--- config.mk ---
export PLATFORM = sky130hd
export DESIGN_NAME = sarf_frame
export DESIGN_NICKNAME = d
export VERILOG_FILES = /design/src/shared/sarf_pkg.sv /design/src/rtl/sarf_edge_det.sv /design/src/rtl/sarf_frame.sv
export VERILOG_INCLUDE_DIRS = /design/src /design/src/shared
export SDC_FILE = /design/constraint.sdc
export NUM_CORES = 1
export LEC_CHECK = 0
export ABC_AREA = 1
export BUFFER_PORTS_ARGS = -buffer_cell sky130_fd_sc_hd__clkbuf_2
export CAP_MARGIN = 20
export CORE_ASPECT_RATIO = 1.2
export CORE_MARGIN = 2
export CORE_UTILIZATION = 60
export CTS_BUF_LIST = sky130_fd_sc_hd__clkbuf_4
export DETAILED_ROUTE_END_ITERATION = 12
export HOLD_SLACK_MARGIN = 0.12
export PLACE_DENSITY = 0.82
export RECOVER_POWER = 100
export REMOVE_ABC_BUFFERS = 1
export SLEW_MARGIN = 20
export SYNTH_ARGS = -nofsm -noshare
export SYNTH_HDL_FRONTEND = slang
export SYNTH_SLANG_ARGS = --single-unit
--- constraint.sdc ---
create_clock -name i_clk -period 1.65 [get_ports i_clk]
set_input_delay 0.0825 -clock i_clk [delete_from_list [all_inputs] [get_ports i_clk]]
set_output_delay 0.0825 -clock i_clk [all_outputs]
set_load 0.03 [all_outputs]
--- src/shared/sarf_params.svh ---
/*
  Timing counts and frame layout of the serial converter readout.
  Assumes a 125 MHz system clock; included by bare name.
*/
`ifndef SARF_PARAMS_SVH
`define SARF_PARAMS_SVH

// ----------------------------------------
// Frame layout
// ----------------------------------------
`define SARF_RESULT_BITS 12
`define SARF_LEAD_ZEROS 4
`define SARF_RISE_TRACK 5'h0d
`define SARF_FALL_RELEASE 5'h10

// ----------------------------------------
// Timing
// ----------------------------------------
`define SARF_CLK_MHZ 125
`define SARF_POWER_UP_NS 1000
`define SARF_POWER_UP_CYC ((`SARF_POWER_UP_NS * `SARF_CLK_MHZ + 999) / 1000)

`endif

--- src/shared/sarf_pkg.sv ---
/*
  Types of the serial converter readout.
  Assumes nothing beyond a SystemVerilog compiler.
*/
`default_nettype none

package sarf_pkg;

  typedef enum logic [0:0] {
    SARF_IDLE,
    SARF_CONV
  } sarf_state_t;

endpackage

`default_nettype wire

--- src/rtl/sarf_edge_det.sv ---
/*
  Edge detector for an input already synchronous to the clock.
  Assumes the input is registered upstream or sampled cleanly.
*/
`timescale 1ns/1ps
`default_nettype none

module sarf_edge_det (
  // Clock and reset
  input wire logic i_clk,
  input wire logic i_rst_n,
  // Level in
  input wire logic i_level,
  // Edge pulses out
  output logic o_rise,
  output logic o_fall
);

  logic prev_q;
  logic prev_d;

  always_comb
  begin
    prev_d = i_level;
  end

  always_ff @(posedge i_clk)
  begin
    if (!i_rst_n)
      prev_q <= 1'b1;
    else
      prev_q <= prev_d;
  end

  assign o_rise = i_level & ~prev_q;
  assign o_fall = ~i_level & prev_q;

endmodule

`default_nettype wire

--- src/rtl/sarf_frame.sv ---
/*
  Conversion and readout frame of a 12-bit serial converter.
  Assumes frame select and serial clock are synchronous to i_clk and
  that the converter core presents its code on i_sample_code.
*/
`timescale 1ns/1ps
`default_nettype none

`include "sarf_params.svh"

module sarf_frame #(
  parameter int RESULT_BITS = `SARF_RESULT_BITS
) (
  // Clock and reset
  input wire logic i_clk,
  input wire logic i_rst_n,
  // Host link
  input wire logic i_frame_sel_n,
  input wire logic i_sclk,
  output logic o_serial_result_out,
  output logic o_serial_result_oe,
  // Converter core
  input wire logic [RESULT_BITS-1:0] i_sample_code,
  input wire logic i_power_down,
  output logic o_hold,
  output logic o_acquisition_window,
  output logic o_ready,
  output logic o_frame_suspect
);

  localparam int SHIFT_BITS = RESULT_BITS + `SARF_LEAD_ZEROS;

  logic cs_rise;
  logic cs_fall;
  logic sclk_rise;
  logic sclk_fall;

  sarf_edge_det u_cs_edge (
    .i_clk(i_clk),
    .i_rst_n(i_rst_n),
    .i_level(i_frame_sel_n),
    .o_rise(cs_rise),
    .o_fall(cs_fall)
  );

  sarf_edge_det u_sclk_edge (
    .i_clk(i_clk),
    .i_rst_n(i_rst_n),
    .i_level(i_sclk),
    .o_rise(sclk_rise),
    .o_fall(sclk_fall)
  );

  // ----------------------------------------
  // Frame sequencer
  // ----------------------------------------
  sarf_pkg::sarf_state_t state_q, state_d;
  logic [4:0] rise_cnt_q, rise_cnt_d;
  logic [4:0] fall_cnt_q, fall_cnt_d;
  logic [SHIFT_BITS-1:0] shift_q, shift_d;
  logic [RESULT_BITS-1:0] code_q, code_d;
  logic hold_q, hold_d;
  logic oe_q, oe_d;
  logic acq_q, acq_d;
  logic suspect_q, suspect_d;
  // Warm-up status, read at the sample instant
  logic ready_q, ready_d;

  always_comb
  begin
    state_d = state_q;
    rise_cnt_d = rise_cnt_q;
    fall_cnt_d = fall_cnt_q;
    shift_d = shift_q;
    code_d = code_q;
    hold_d = hold_q;
    oe_d = oe_q;
    acq_d = 1'b0;
    suspect_d = suspect_q;
    if (cs_fall)
    begin
      // Sample instant: capture code, hold, drive the line
      state_d = sarf_pkg::SARF_CONV;
      code_d = i_sample_code;
      shift_d = {{`SARF_LEAD_ZEROS{1'b0}}, i_sample_code};
      hold_d = 1'b1;
      oe_d = 1'b1;
      rise_cnt_d = 5'h00;
      fall_cnt_d = 5'h00;
      suspect_d = ~ready_q;
    end
    else if (cs_rise)
    begin
      // Early end of frame; the core goes back to tracking
      state_d = sarf_pkg::SARF_IDLE;
      oe_d = 1'b0;
      hold_d = 1'b0;
    end
    else
    begin
      unique case (state_q)
        sarf_pkg::SARF_IDLE:
        begin
          oe_d = 1'b0;
        end
        sarf_pkg::SARF_CONV:
        begin
          if (sclk_rise && rise_cnt_q < `SARF_RISE_TRACK)
          begin
            rise_cnt_d = rise_cnt_q + 5'h01;
            if (rise_cnt_d == `SARF_RISE_TRACK)
            begin
              hold_d = 1'b0;
              acq_d = 1'b1;
            end
          end
          if (sclk_fall)
          begin
            fall_cnt_d = fall_cnt_q + 5'h01;
            shift_d = {shift_q[SHIFT_BITS-2:0], 1'b0};
            if (fall_cnt_d == `SARF_FALL_RELEASE)
            begin
              oe_d = 1'b0;
              state_d = sarf_pkg::SARF_IDLE;
            end
          end
        end
      endcase
    end
  end

  always_ff @(posedge i_clk)
  begin
    if (!i_rst_n)
    begin
      state_q <= sarf_pkg::SARF_IDLE;
      rise_cnt_q <= 5'h00;
      fall_cnt_q <= 5'h00;
      shift_q <= '0;
      code_q <= '0;
      hold_q <= 1'b0;
      oe_q <= 1'b0;
      acq_q <= 1'b0;
      suspect_q <= 1'b0;
    end
    else
    begin
      state_q <= state_d;
      rise_cnt_q <= rise_cnt_d;
      fall_cnt_q <= fall_cnt_d;
      shift_q <= shift_d;
      code_q <= code_d;
      hold_q <= hold_d;
      oe_q <= oe_d;
      acq_q <= acq_d;
      suspect_q <= suspect_d;
    end
  end

  // ----------------------------------------
  // Warm-up after power-down
  // ----------------------------------------
  // Results converted before the count expires are flagged, not blocked
  localparam logic [7:0] WARM_CYC = 8'(`SARF_POWER_UP_CYC);
  logic [7:0] warm_cnt_q, warm_cnt_d;

  always_comb
  begin
    warm_cnt_d = warm_cnt_q;
    ready_d = ready_q;
    if (i_power_down)
    begin
      warm_cnt_d = WARM_CYC;
      ready_d = 1'b0;
    end
    else if (warm_cnt_q != 8'h00)
    begin
      warm_cnt_d = warm_cnt_q - 8'h01;
      ready_d = 1'b0;
    end
    else
    begin
      ready_d = 1'b1;
    end
  end

  always_ff @(posedge i_clk)
  begin
    if (!i_rst_n)
    begin
      warm_cnt_q <= 8'h00;
      ready_q <= 1'b0;
    end
    else
    begin
      warm_cnt_q <= warm_cnt_d;
      ready_q <= ready_d;
    end
  end

  assign o_serial_result_out = shift_q[SHIFT_BITS-1];
  assign o_serial_result_oe = oe_q;
  assign o_hold = hold_q;
  assign o_acquisition_window = acq_q;
  assign o_ready = ready_q;
  assign o_frame_suspect = suspect_q;
endmodule

`default_nettype wire

==> flow_metrics.py, run 1 <==
metrics = {
    "sta": {
        "finalSetupTns_ns": 0,
        "slew_headroom_pct": 69.84,
        "slew_violations": 0,
        "timing_hold_violations_final": 0,
        "fin_crit_sh_pct": 92.29,
        "fmax_ghz": 0.6567,
        "fin_crit_ns": 1.523,
        "clock_skew_ns": 0.007718,
        "worst_pin_slew_ns": 0.4489,
        "rsz0062_at_grt": "no",
        "setup_violations": 0,
    },
    "min_path": {
        "min_path_cells": 1,
        "holdPathEnd": "o_frame_suspect",
        "hold_path_startpoint": "o_ready",
        "hp-class": "reg2reg",
    },
    "placement": {
        "dp_hpwl_um": 2737,
        "dpl_cell_area_um2": 2133,
        "io_buffers": 22,
        "gp_congestion": 0.8215,
    },
    "clock_network": {
        "cts.clk_slew.worst_paths_ns": 0.13,
        "cts_tree": "yes",
        "cts_setup_buffers": 0,
        "cts.sinks": 42,
        "insertion_delay_ns": 0.35,
        "clockBufferDepth": 2,
        "cts_buffers": 5,
        "htreeDepth": 2,
        "ctsRootBufferMaster": "clkbuf_4",
    },
    "power_and_ir_drop": {
        "power.internal_mw": 1.562,
        "peakVddDrop_mv": 0.6279,
        "p_sw_mw": 0.5790,
        "pwr-share-clk_pct": 31.4,
        "p_total_mw": 2.141,
        "p_seq_share_pct": 52.7,
        "switching_share_pct": 27.05,
        "p_leak_nw": 1.006,
        "combPwrFrac_pct": 15.9,
        "powerDensity_nw_per_um2": 904.3,
    },
    "drt": {
        "viasPerCell": 5.411,
        "wl_per_cell_um": 11.99,
        "vias": 1845,
        "dr.pass1.iters": 5,
        "ant_nets": 0,
        "drt_iter0_drc": 119,
        "wirelength_um": 4088,
        "remaining_drc_errors": 0,
    },
    "synth": {
        "syn_area_um2": 1974,
        "synthXorXnorAreaFrac_pct": 0.8872,
        "synth_flop_cell": "dfxtp_1",
        "yosysTopAreaCell": "dfxtp_1",
        "syn_avg_cell_area_um2": 7.565,
        "yosys.area.top_type_share_pct": 42.59,
        "syn_inst": 261,
        "ys_ff_latch": 42,
        "synth_top_family_by_area": "simple AND/OR/NAND/NOR gates",
        "synth-simple-area-share_pct": 28.20,
        "synthAdderAreaFrac_pct": 5.070,
        "synthMuxAreaShare_pct": 0,
        "synth_compound_area_share_pct": 15.97,
        "seq_area_frac_synth_pct": 42.59,
        "async_flop_share_pct": 0,
        "synth_edf_count": 0,
        "synth_cell_type_count": 26,
        "synthTopCellsByArea": "dfxtp_1 43%, nand2_1 10%, o21ai_0 6.3%",
        "ys_warn_count": 0,
    },
    "grt": {
        "track_usage_pct": 24.92,
        "grt_pass1_vias": 1776,
        "grt_max_degree": 23,
        "antenna_found_initial": 0,
        "grt_pass1_wl_um": 7410,
        "grt-ovfl-total": 0,
    },
    "setup_path": {
        "end_kind": "flip-flop",
        "r2r_cells": 8,
        "worst_path_most_repeated_cell": "inv_1",
        "worst_path_dominant_cell_family": "buffers and inverters",
        "arrival_ns": 1.82,
        "path_class": "reg2reg",
        "r2r_slack_ns": 0.13,
        "cp_max_fo": 12,
        "crit_path_start_kind": "flip-flop",
        "critPathBufInv": 4,
        "slowest_stage": "dfxtp_1",
        "r2r-start": "u_cs_edge.prev_q",
        "max_stage_delay_ns": 0.37,
        "cp.required_ns": 1.95,
        "r2r_end": "fall_cnt_q[3]",
        "crit_path_cell_trace": "inv_1 > ha_1 > inv_1 > nand4_2 > buf_4 > inv_1 > o21ai_0 > a21oi_1",
    },
    "outcome": {
        "status": "finished clean",
    },
    "final_layout": {
        "nFillCells": 227,
        "final_cell_area_um2": 2367,
        "drive_gt1_share_pct": 11.80,
        "multi_input_area_um2": 973.4,
        "area_delta_synth_final_pct": 19.90,
        "fin_nets": 329,
        "seq_area_um2": 840.8,
        "fin_util_pct": 76.11,
        "diodes": 0,
    },
    "floorplan": {
        "die_w_um": 56.37,
        "coreArea_um2": 3110,
        "die_area_um2": 3767,
        "rows": 22,
        "die_h_um": 66.84,
        "start_util_pct": 63.48,
        "pin_count": 23,
    },
    "run": {
        "maxCapViolCount": 0,
    },
}
==> area by class of cell <==
cell class              count  area share, %
multi-input cells         183          41.12
clock buffers               6          1.903
well taps                  36          1.903
inverters                  28          4.440
flip-flops and latches     42          35.52
clock inverters             2          1.586
repair buffers             44          13.53
==> worst register-to-register path, cell delays in order, from the launching register on <==
cell and delay, ns:
dfxtp_1 0.37, inv_1 0.05, ha_1 0.18, inv_1 0.17
nand4_2 0.11, buf_4 0.19, inv_1 0.16, o21ai_0 0.10
a21oi_1 0.12
==> logic make-up after synthesis <==
kind of cell | Yosys count
AND/OR/NAND/NOR | 114
AO/OA/AOI/OAI | 59
flip-flops | 42
buffers and inverters | 36
adder cells (fa/ha/maj) | 8
XOR/XNOR | 2
==> synth_stat cells, types with 3 or more instances <==
cell and number:
a21oi_1 21, a31oi_1 11, buf_2 7, dfxtp_1 42, ha_1 8, inv_1 27
nand2_1 53, nand3_1 20, nand4_1 7, nor2_1 20, nor3_1 3, o21ai_0 25
==> power by group through the flow <==
stage,clock network (mW),registers (mW),logic [mW]
final,0.673,1.13,0.340
after global routing,0.724,1.14,0.387
after CTS,0.682,1.13,0.343
after detailed placement,0,1.15,0.310
after global placement,0,1.15,0.299
after floorplan,0,1.15,0.205
==> placed cells by master, fill, tap and decap left out <==
| cell type | netlist | final |
|---|---|---|
| nor3b_2 | 0 | 1 |
| nor2_4 | 2 | 2 |
| a211oi_1 | 1 | 1 |
| nand4_1 | 7 | 7 |
| a31oi_1 | 11 | 11 |
| o21ai_0 | 25 | 25 |
| nand3_1 | 20 | 20 |
| inv_1 | 27 | 27 |
| inv_2 | 1 | 1 |
| nand3b_1 | 1 | 2 |
| ha_1 | 8 | 7 |
| clkbuf_4 | 0 | 6 |
| buf_4 | 0 | 2 |
| xor2_1 | 2 | 2 |
| nor2_1 | 20 | 20 |
| clkbuf_1 | 1 | 8 |
| nand2_1 | 53 | 53 |
| ha_2 | 0 | 1 |
| nand4_2 | 1 | 1 |
| clkbuf_2 | 0 | 15 |
| a21oi_1 | 21 | 21 |
| nor3_1 | 3 | 3 |
| nor4_1 | 1 | 1 |
| bufinv_16 | 0 | 1 |
| or2_2 | 2 | 2 |
| dfxtp_1 | 42 | 42 |
| dlygate4sd3_1 | 0 | 18 |
| o21ai_2 | 1 | 1 |
| nand3_4 | 1 | 1 |
| nor2b_1 | 1 | 1 |
| buf_12 | 0 | 1 |
| clkinvlp_4 | 0 | 1 |
==> how the worst max path moves through the flow <==
stage | start | to | slack, ns | cells past startpoint
final | u_cs_edge.prev_q | fall_cnt_q[3] | 0.13 | 8
after global routing | u_cs_edge.prev_q | fall_cnt_q[3] | 0.009 | 8
after global placement | u_cs_edge.prev_q | shift_q[10] | 0.26 | 6
after floorplan | u_cs_edge.prev_q | shift_q[10] | 0.06 | 7
after detailed placement | u_cs_edge.prev_q | shift_q[14] | 0.19 | 8
after CTS | i_frame_sel_n | shift_q[1] | 0.11 | 9
==> per-layer routing <==
metal | global-route usage, % | up-vias | share of wire [%]
li1 | - | 964 | -
met1 | 29.06 | 821 | 46
met2 | 43.97 | 52 | 48
met3 | 6.602 | 8 | 4.7
met4 | 8.929 | 0 | 1.5
met5 | 0 | - | 0
==> registers in the layout (all words and copies together) (netlist names) <==
| register | count |
|---|---|
| fall_cnt_q | 5 |
| o_acquisition_window | 1 |
| o_frame_suspect | 1 |
| o_hold | 1 |
| o_ready | 1 |
| o_serial_result_oe | 1 |
| rise_cnt_q | 5 |
| shift_q | 16 |
| state_q | 1 |
| u_cs_edge.prev_q | 1 |
| u_sclk_edge.prev_q | 1 |
| warm_cnt_q | 8 |
==> repair_timing <==
action / CTS / global route
hold endpoints to repair: 24 / 0
endpoints found under the setup margin: 0 / 7
resized for setup: 0 / 2
hold buffers: 18 / 0
==> metrics by stage <==
stage | std cells | worst slack, ns | hold slack (ns)
after floorplan | 253 | 0.05786 | 0.1512
after global placement | 315 | 0.2613 | 0.3027
after detailed placement | 315 | 0.1928 | 0.3073
after CTS | 341 | 0.1143 | 0.4437
after global routing | 341 | 0.009098 | 0.4638
final | 341 | 0.1272 | 0.4448
Note: power is estimated with default switching activity, not from simulation.
==> run 2, diff against run 1 <==
Settings changed: SETUP_SLACK_MARGIN set to 0.4.
==> run 2 against run 1 <==
  * First-iteration DRC count up 13%
  * Maximum frequency up 3.0%
  * Critical path type unchanged
  * Utilization up 11 points
  * Cell area up 15%
  * Hold slack worse by 0.36 ns
  * Flip-flop and latch count unchanged
==> flow_metrics.py, run 2 (same netlist as run 1, synthesis figures left out) <==
metrics = {
    "floorplan": {
        "die_w_um": 56.37,
        "start_util_pct": 63.48,
        "die_h_um": 66.84,
        "rows": 22,
        "die_area_um2": 3767,
        "coreArea_um2": 3110,
        "pin_count": 23,
    },
    "power_and_ir_drop": {
        "powerDensity_nw_per_um2": 850.5,
        "switching_share_pct": 29.13,
        "power.internal_mw": 1.636,
        "p_total_mw": 2.309,
        "p_seq_share_pct": 49.5,
        "p_sw_mw": 0.6727,
        "peakVddDrop_mv": 0.6486,
        "combPwrFrac_pct": 20.6,
        "p_leak_nw": 1.127,
        "pwr-share-clk_pct": 29.9,
    },
    "grt": {
        "grt_max_degree": 18,
        "grt_pass1_wl_um": 8666,
        "track_usage_pct": 29.38,
        "grt_pass1_vias": 1940,
        "antenna_found_initial": 0,
        "grt-ovfl-total": 0,
    },
    "sta": {
        "setup_violations": 0,
        "fin_crit_sh_pct": 89.62,
        "worst_slack_ns": 0.1713,
        "fin_crit_ns": 1.479,
        "slew_violations": 0,
        "timing_hold_violations_final": 0,
        "fmax_ghz": 0.6763,
        "worst_pin_slew_ns": 0.4233,
        "slew_headroom_pct": 71.75,
        "rsz0062_at_grt": "yes",
        "clock_skew_ns": 0.02384,
        "finalSetupTns_ns": 0,
    },
    "placement": {
        "io_buffers": 22,
        "dp_hpwl_um": 2737,
        "place_inst": 315,
        "gp_congestion": 0.8215,
        "place_ws_ns": 0.1928,
    },
    "drt": {
        "remaining_drc_errors": 0,
        "drt_iter0_drc": 135,
        "ant_nets": 0,
        "viasPerCell": 5.915,
        "wirelength_um": 5736,
        "wl_per_cell_um": 16.25,
        "vias": 2088,
        "dr.pass1.iters": 5,
    },
    "run": {
        "maxCapViolCount": 0,
    },
    "setup_path": {
        "arrival_ns": 1.76,
        "r2r-start": "u_cs_edge.prev_q",
        "cp.required_ns": 1.93,
        "end_kind": "flip-flop",
        "path_class": "reg2reg",
        "cp_max_fo": 6,
        "critPathLaunch": "u_cs_edge.prev_q",
        "crit_path_start_kind": "flip-flop",
    },
    "clock_network": {
        "insertion_delay_ns": 0.37,
        "cts_buffers": 5,
        "ctsHoldBuffers": 18,
        "htreeDepth": 2,
        "cts_tree": "yes",
        "ctsRootBufferMaster": "clkbuf_4",
        "cts.clk_slew.worst_paths_ns": 0.13,
        "cts.sinks": 42,
        "clockBufferDepth": 2,
    },
    "final_layout": {
        "reg.largest.list": "shift_q x16, warm_cnt_q x8",
        "nFillCells": 157,
        "diodes": 0,
        "multi_input_area_um2": 1139,
        "layout_commonest_cell": "nand2_1",
        "top_register": "shift_q",
        "fin_nets": 341,
        "instances_no_fill": 353,
        "layout_common_cells": "50 x nand2_1, 34 x dfxtp_1, 25 x inv_1",
        "drive_gt1_share_pct": 26.50,
        "area_delta_synth_final_pct": 37.52,
        "seq_area_um2": 860.8,
        "largest_reg_flops": 16,
    },
    "outcome": {
        "status": "finished clean",
    },
    "min_path": {
        "hp-class": "in2reg",
        "hold_path_startpoint": "i_frame_sel_n",
    },
}
==> run 2: cell types whose count changed in the layout (fill, tap and decap cells not counted), sizes merged <==
cell    delta
clkbuf     -1
buf       +13
==> run 2: area by class of cell <==
class	instances	share of cell area, %
Clock buffer	6	1.659
Clock inverter	2	1.382
Inverter	28	4.147
Multi-Input combinational cell	183	41.94
Sequential cell	42	31.71
Tap cell	36	1.659
Timing Repair Buffer	56	17.51
==> run 2: path summary, 6_finish.rpt <==
check / slack (ns) / endpoint / cells past startpoint
min reg2reg: 0.47 / shift_q[14] / 2
max: 0.17 / rise_cnt_q[2] / 7
max reg2reg: 0.17 / rise_cnt_q[2] / 7
min: 0.08 / o_acquisition_window / 3
==> run 2: layer usage <==
| metal | global-route usage, % | wire length, µm |
|---|---|---|
| met1 | 33.90 | 2243 |
| met2 | 53.82 | 3022 |
| met3 | 6.796 | 341 |
| met4 | 8.929 | 129 |
| met5 | 0 | 0 |
==> run 2: worst max-delay path, stage by stage (launching register included) <==
cell	delay (ns)
dfxtp_1	0.41
inv_1	0.09
ha_4	0.18
inv_6	0.07
nand3_1	0.17
inv_1	0.18
o21ai_0	0.12
a21oi_1	0.18
==> run 2: repair_timing <==
action / CTS / global route
setup endpoints to repair: 38 / 38
setup buffers: 5 / 5
cloned: 2 / 0
pin swaps: 6 / 7
gates resized for setup: 40 / 48
hold endpoints to repair: 24 / 1
==> run 2: power groups by stage <==
stage | registers (mW) | logic (mW) | clock network, mW
after detailed placement | 1.15 | 0.310 | 0
after floorplan | 1.15 | 0.205 | 0
after CTS | 1.13 | 0.406 | 0.682
after global placement | 1.15 | 0.299 | 0
final | 1.14 | 0.475 | 0.691
after global routing | 1.15 | 0.514 | 0.733
==> run 2: per-stage QoR <==
stage / utilization [%] / hold slack, ns / area (µm²)
2_1_floorplan: - / 0.1512 / 1936
3_3_place_gp: 68.58 / 0.3027 / 2133
3_5_place_dp: 68.58 / 0.3073 / 2133
4_1_cts: 83.55 / 0.08185 / 2599
5_1_grt: 87.29 / 0.07627 / 2715
6_report: 87.29 / 0.08020 / 2715
==> run 3, diff against run 2 <==
Settings changed: ABC_AREA 1 to not set, PLACE_DENSITY 0.82 to 0.81.
==> run 3 against run 2 <==
  * Register-to-register slack lost 0.22 ns
  * Highest routed layer unchanged
  * The run now ends with setup timing left
  * Sequential share of layout area shrank 3.3 points
  * Flip-flop and latch count unchanged
==> flow_metrics.py, run 3 <==
metrics = {
    "final_layout": {
        "final_cell_area_um2": 3034,
        "diodes": 0,
        "fin_nets": 311,
        "layout_common_cells": "31 x dfxtp_1, 23 x buf_4, 19 x mux2i_1",
        "largest_reg_flops": 16,
        "drive_gt1_share_pct": 39.72,
        "instances_no_fill": 324,
        "layout_commonest_cell": "dfxtp_1",
        "nFillCells": 125,
        "area_delta_synth_final_pct": 48.05,
        "reg.largest.list": "shift_q x16, warm_cnt_q x8",
        "top_register": "shift_q",
    },
    "drt": {
        "remaining_drc_errors": 0,
        "viasPerCell": 6.117,
        "wl_per_cell_um": 22.08,
        "dr.pass1.iters": 4,
        "vias": 1982,
        "drt_iter0_drc": 220,
        "ant_nets": 0,
        "wirelength_um": 7153,
    },
    "power_and_ir_drop": {
        "combPwrFrac_pct": 23.2,
        "p_total_mw": 2.404,
        "powerDensity_nw_per_um2": 792.2,
        "switching_share_pct": 28.50,
        "power.internal_mw": 1.719,
        "p_leak_nw": 1.350,
        "pwr-share-clk_pct": 29.8,
        "p_sw_mw": 0.6850,
        "peakVddDrop_mv": 0.8214,
        "p_seq_share_pct": 47.0,
    },
    "clock_network": {
        "cts.sinks": 42,
        "clockBufferDepth": 2,
        "cts_tree": "yes",
        "insertion_delay_ns": 0.37,
        "htreeDepth": 2,
        "cts_buffers": 5,
        "ctsRootBufferMaster": "clkbuf_4",
        "cts.clk_slew.worst_paths_ns": 0.13,
    },
    "sta": {
        "setup_violations": 1,
        "slew_violations": 0,
        "hold_ws_ns": 0.1698,
        "rsz0062_at_grt": "yes",
        "clock_skew_ns": 0.008569,
        "worst_pin_slew_ns": 0.4872,
        "slew_headroom_pct": 67.27,
        "worst_slack_ns": -0.04402,
        "fmax_ghz": 0.5903,
        "fin_crit_sh_pct": 102.7,
        "timing_hold_violations_final": 0,
        "fin_crit_ns": 1.694,
    },
    "placement": {
        "dp_hpwl_um": 2640,
        "io_buffers": 22,
        "dpl_cell_area_um2": 2255,
        "place_inst": 272,
        "gp_congestion": 0.7760,
        "place_ws_ns": 0.03097,
    },
    "synth": {
        "synth_cell_type_count": 43,
        "syn_avg_cell_area_um2": 9.577,
        "seq_area_frac_synth_pct": 41.03,
        "synth_most_common_cell": "dfxtp_1",
        "ys_warn_count": 0,
        "ys_ff_latch": 42,
        "synth_edf_count": 0,
        "async_flop_share_pct": 0,
        "syn_area_um2": 2049,
        "syn_inst": 214,
        "synthTopCellsByArea": "dfxtp_1 41%, mux2i_1 9.3%, o211a_1 6.3%",
        "yosys-top-cells-count": "42 x dfxtp_1, 22 x nand2_1, 19 x mux2i_1, 19 x nor2_1, 13 x o211a_1",
        "synth_flop_cell": "dfxtp_1",
        "yosysTopAreaCell": "dfxtp_1",
        "yosys.area.top_type_share_pct": 41.03,
    },
    "setup_path": {
        "end_kind": "flip-flop",
        "crit_path_start_kind": "flip-flop",
        "crit_path_cell_trace": "ha_1 > nand3b_1 > o41ai_1 > a21oi_1 > mux2i_1 > nor2b_1",
        "worst_path_dominant_cell_family": "compound AO/OA/AOI/OAI gates",
        "arrival_ns": 1.97,
        "max_stage_delay_ns": 0.49,
        "slowest_stage": "o41ai_1",
        "path_class": "reg2reg",
        "critPathBufInv": 0,
        "cp.required_ns": 1.92,
        "cp_max_fo": 5,
    },
    "grt": {
        "use_met2_pct": 51.85,
        "grt-ovfl-total": 0,
        "antenna_found_initial": 0,
        "track_usage_pct": 28.77,
        "use_met1_pct": 30.87,
        "grt_pass1_vias": 1819,
        "grt_busiest_layer": "met2",
        "grt_max_degree": 18,
        "grt_pass1_wl_um": 8514,
        "use_met3_pct": 7.183,
    },
    "min_path": {
        "hp-class": "in2reg",
    },
    "floorplan": {
        "coreArea_um2": 3309,
        "start_util_pct": 61.93,
        "die_h_um": 68.02,
        "rows": 23,
        "die_w_um": 57.35,
        "pin_count": 23,
        "die_area_um2": 3901,
    },
    "run": {
        "maxCapViolCount": 0,
    },
    "outcome": {
        "status": "finished, violations left",
        "violations": "setup timing",
    },
}
==> run 3: cell types whose count changed after synthesis, sizes merged, moves of 13 or more <==
cell	before	now
nand3	21	2
o211a	0	13
o21ai	26	3
a21oi	21	4
mux2i	0	19
nand2	53	22
inv	28	11
==> run 3: area by class of cell <==
cell class	instances	area, µm²	area share, %
repair buffers	75	640.6	21.11
clock inverters	1	30.03	0.9897
well taps	37	46.29	1.526
multi-input cells	151	1354	44.62
clock buffers	7	52.55	1.732
inverters	11	48.80	1.608
flip-flops and latches	42	862.1	28.41
==> run 3: logic make-up after synthesis <==
logic type | share of synthesized area [%]
AOI/OAI and AO/OA | 14.35
xor gates and xnor gates | 4.273
adders and majority gates | 4.884
buffers and inverters | 4.151
DFF | 41.03
muxes | 9.279
and+or+nand+nor | 22.04
==> run 3: repair_timing <==
item / 4_1_cts / 5_1_grt
buffers inserted: 12 / 14
resized for setup: 36 / 44
endpoints found under the hold margin: 20 / 0
endpoints found under the setup margin: 38 / 39
pin swaps: 15 / 21
gates cloned: 1 / 1
hold buffers: 16 / 0
==> run 3: final timing paths <==
path,end,depth (start not counted),from,slack (ns)
setup / recovery,o_serial_result_oe,6,fall_cnt_q[0],-0.04
hold / removal,warm_cnt_q[0],2,i_rst_n,0.17
setup reg to reg,o_serial_result_oe,6,fall_cnt_q[0],-0.04
hold reg to reg,shift_q[1],1,shift_q[1],0.52
==> run 3: through the flow <==
step | setup TNS, ns | utilization, %
after global routing | -0.1325 | 91.68
final | -0.04402 | 91.68
after CTS | 0 | 82.68
after floorplan | -2.521 | -
after detailed placement | 0 | 68.13
after global placement | 0 | 68.13
==> run 3: worst reg2reg max path, cell delays in order (launching register included) <==
cell and delay [ns]:
dfxtp_2 0.42, ha_1 0.18, nand3b_1 0.17, o41ai_1 0.49, a21oi_1 0.11, mux2i_1 0.17, nor2b_1 0.06
==> run 3: per-layer routing <==
metal  vias to the layer above  part of all wire [%]
met5                         -                     0
met4                         0                   4.4
met3                        33                   5.0
met2                        93                    52
met1                       965                    39
li1                        891                     -
==> run 3: power groups by stage <==
stage	combinational, mW	sequential [mW]	clock [mW]
floorplan	0.204	1.14	0
global placement	0.310	1.14	0
detailed placement	0.317	1.14	0
CTS	0.440	1.12	0.706
global route	0.585	1.13	0.741
finish	0.557	1.13	0.716
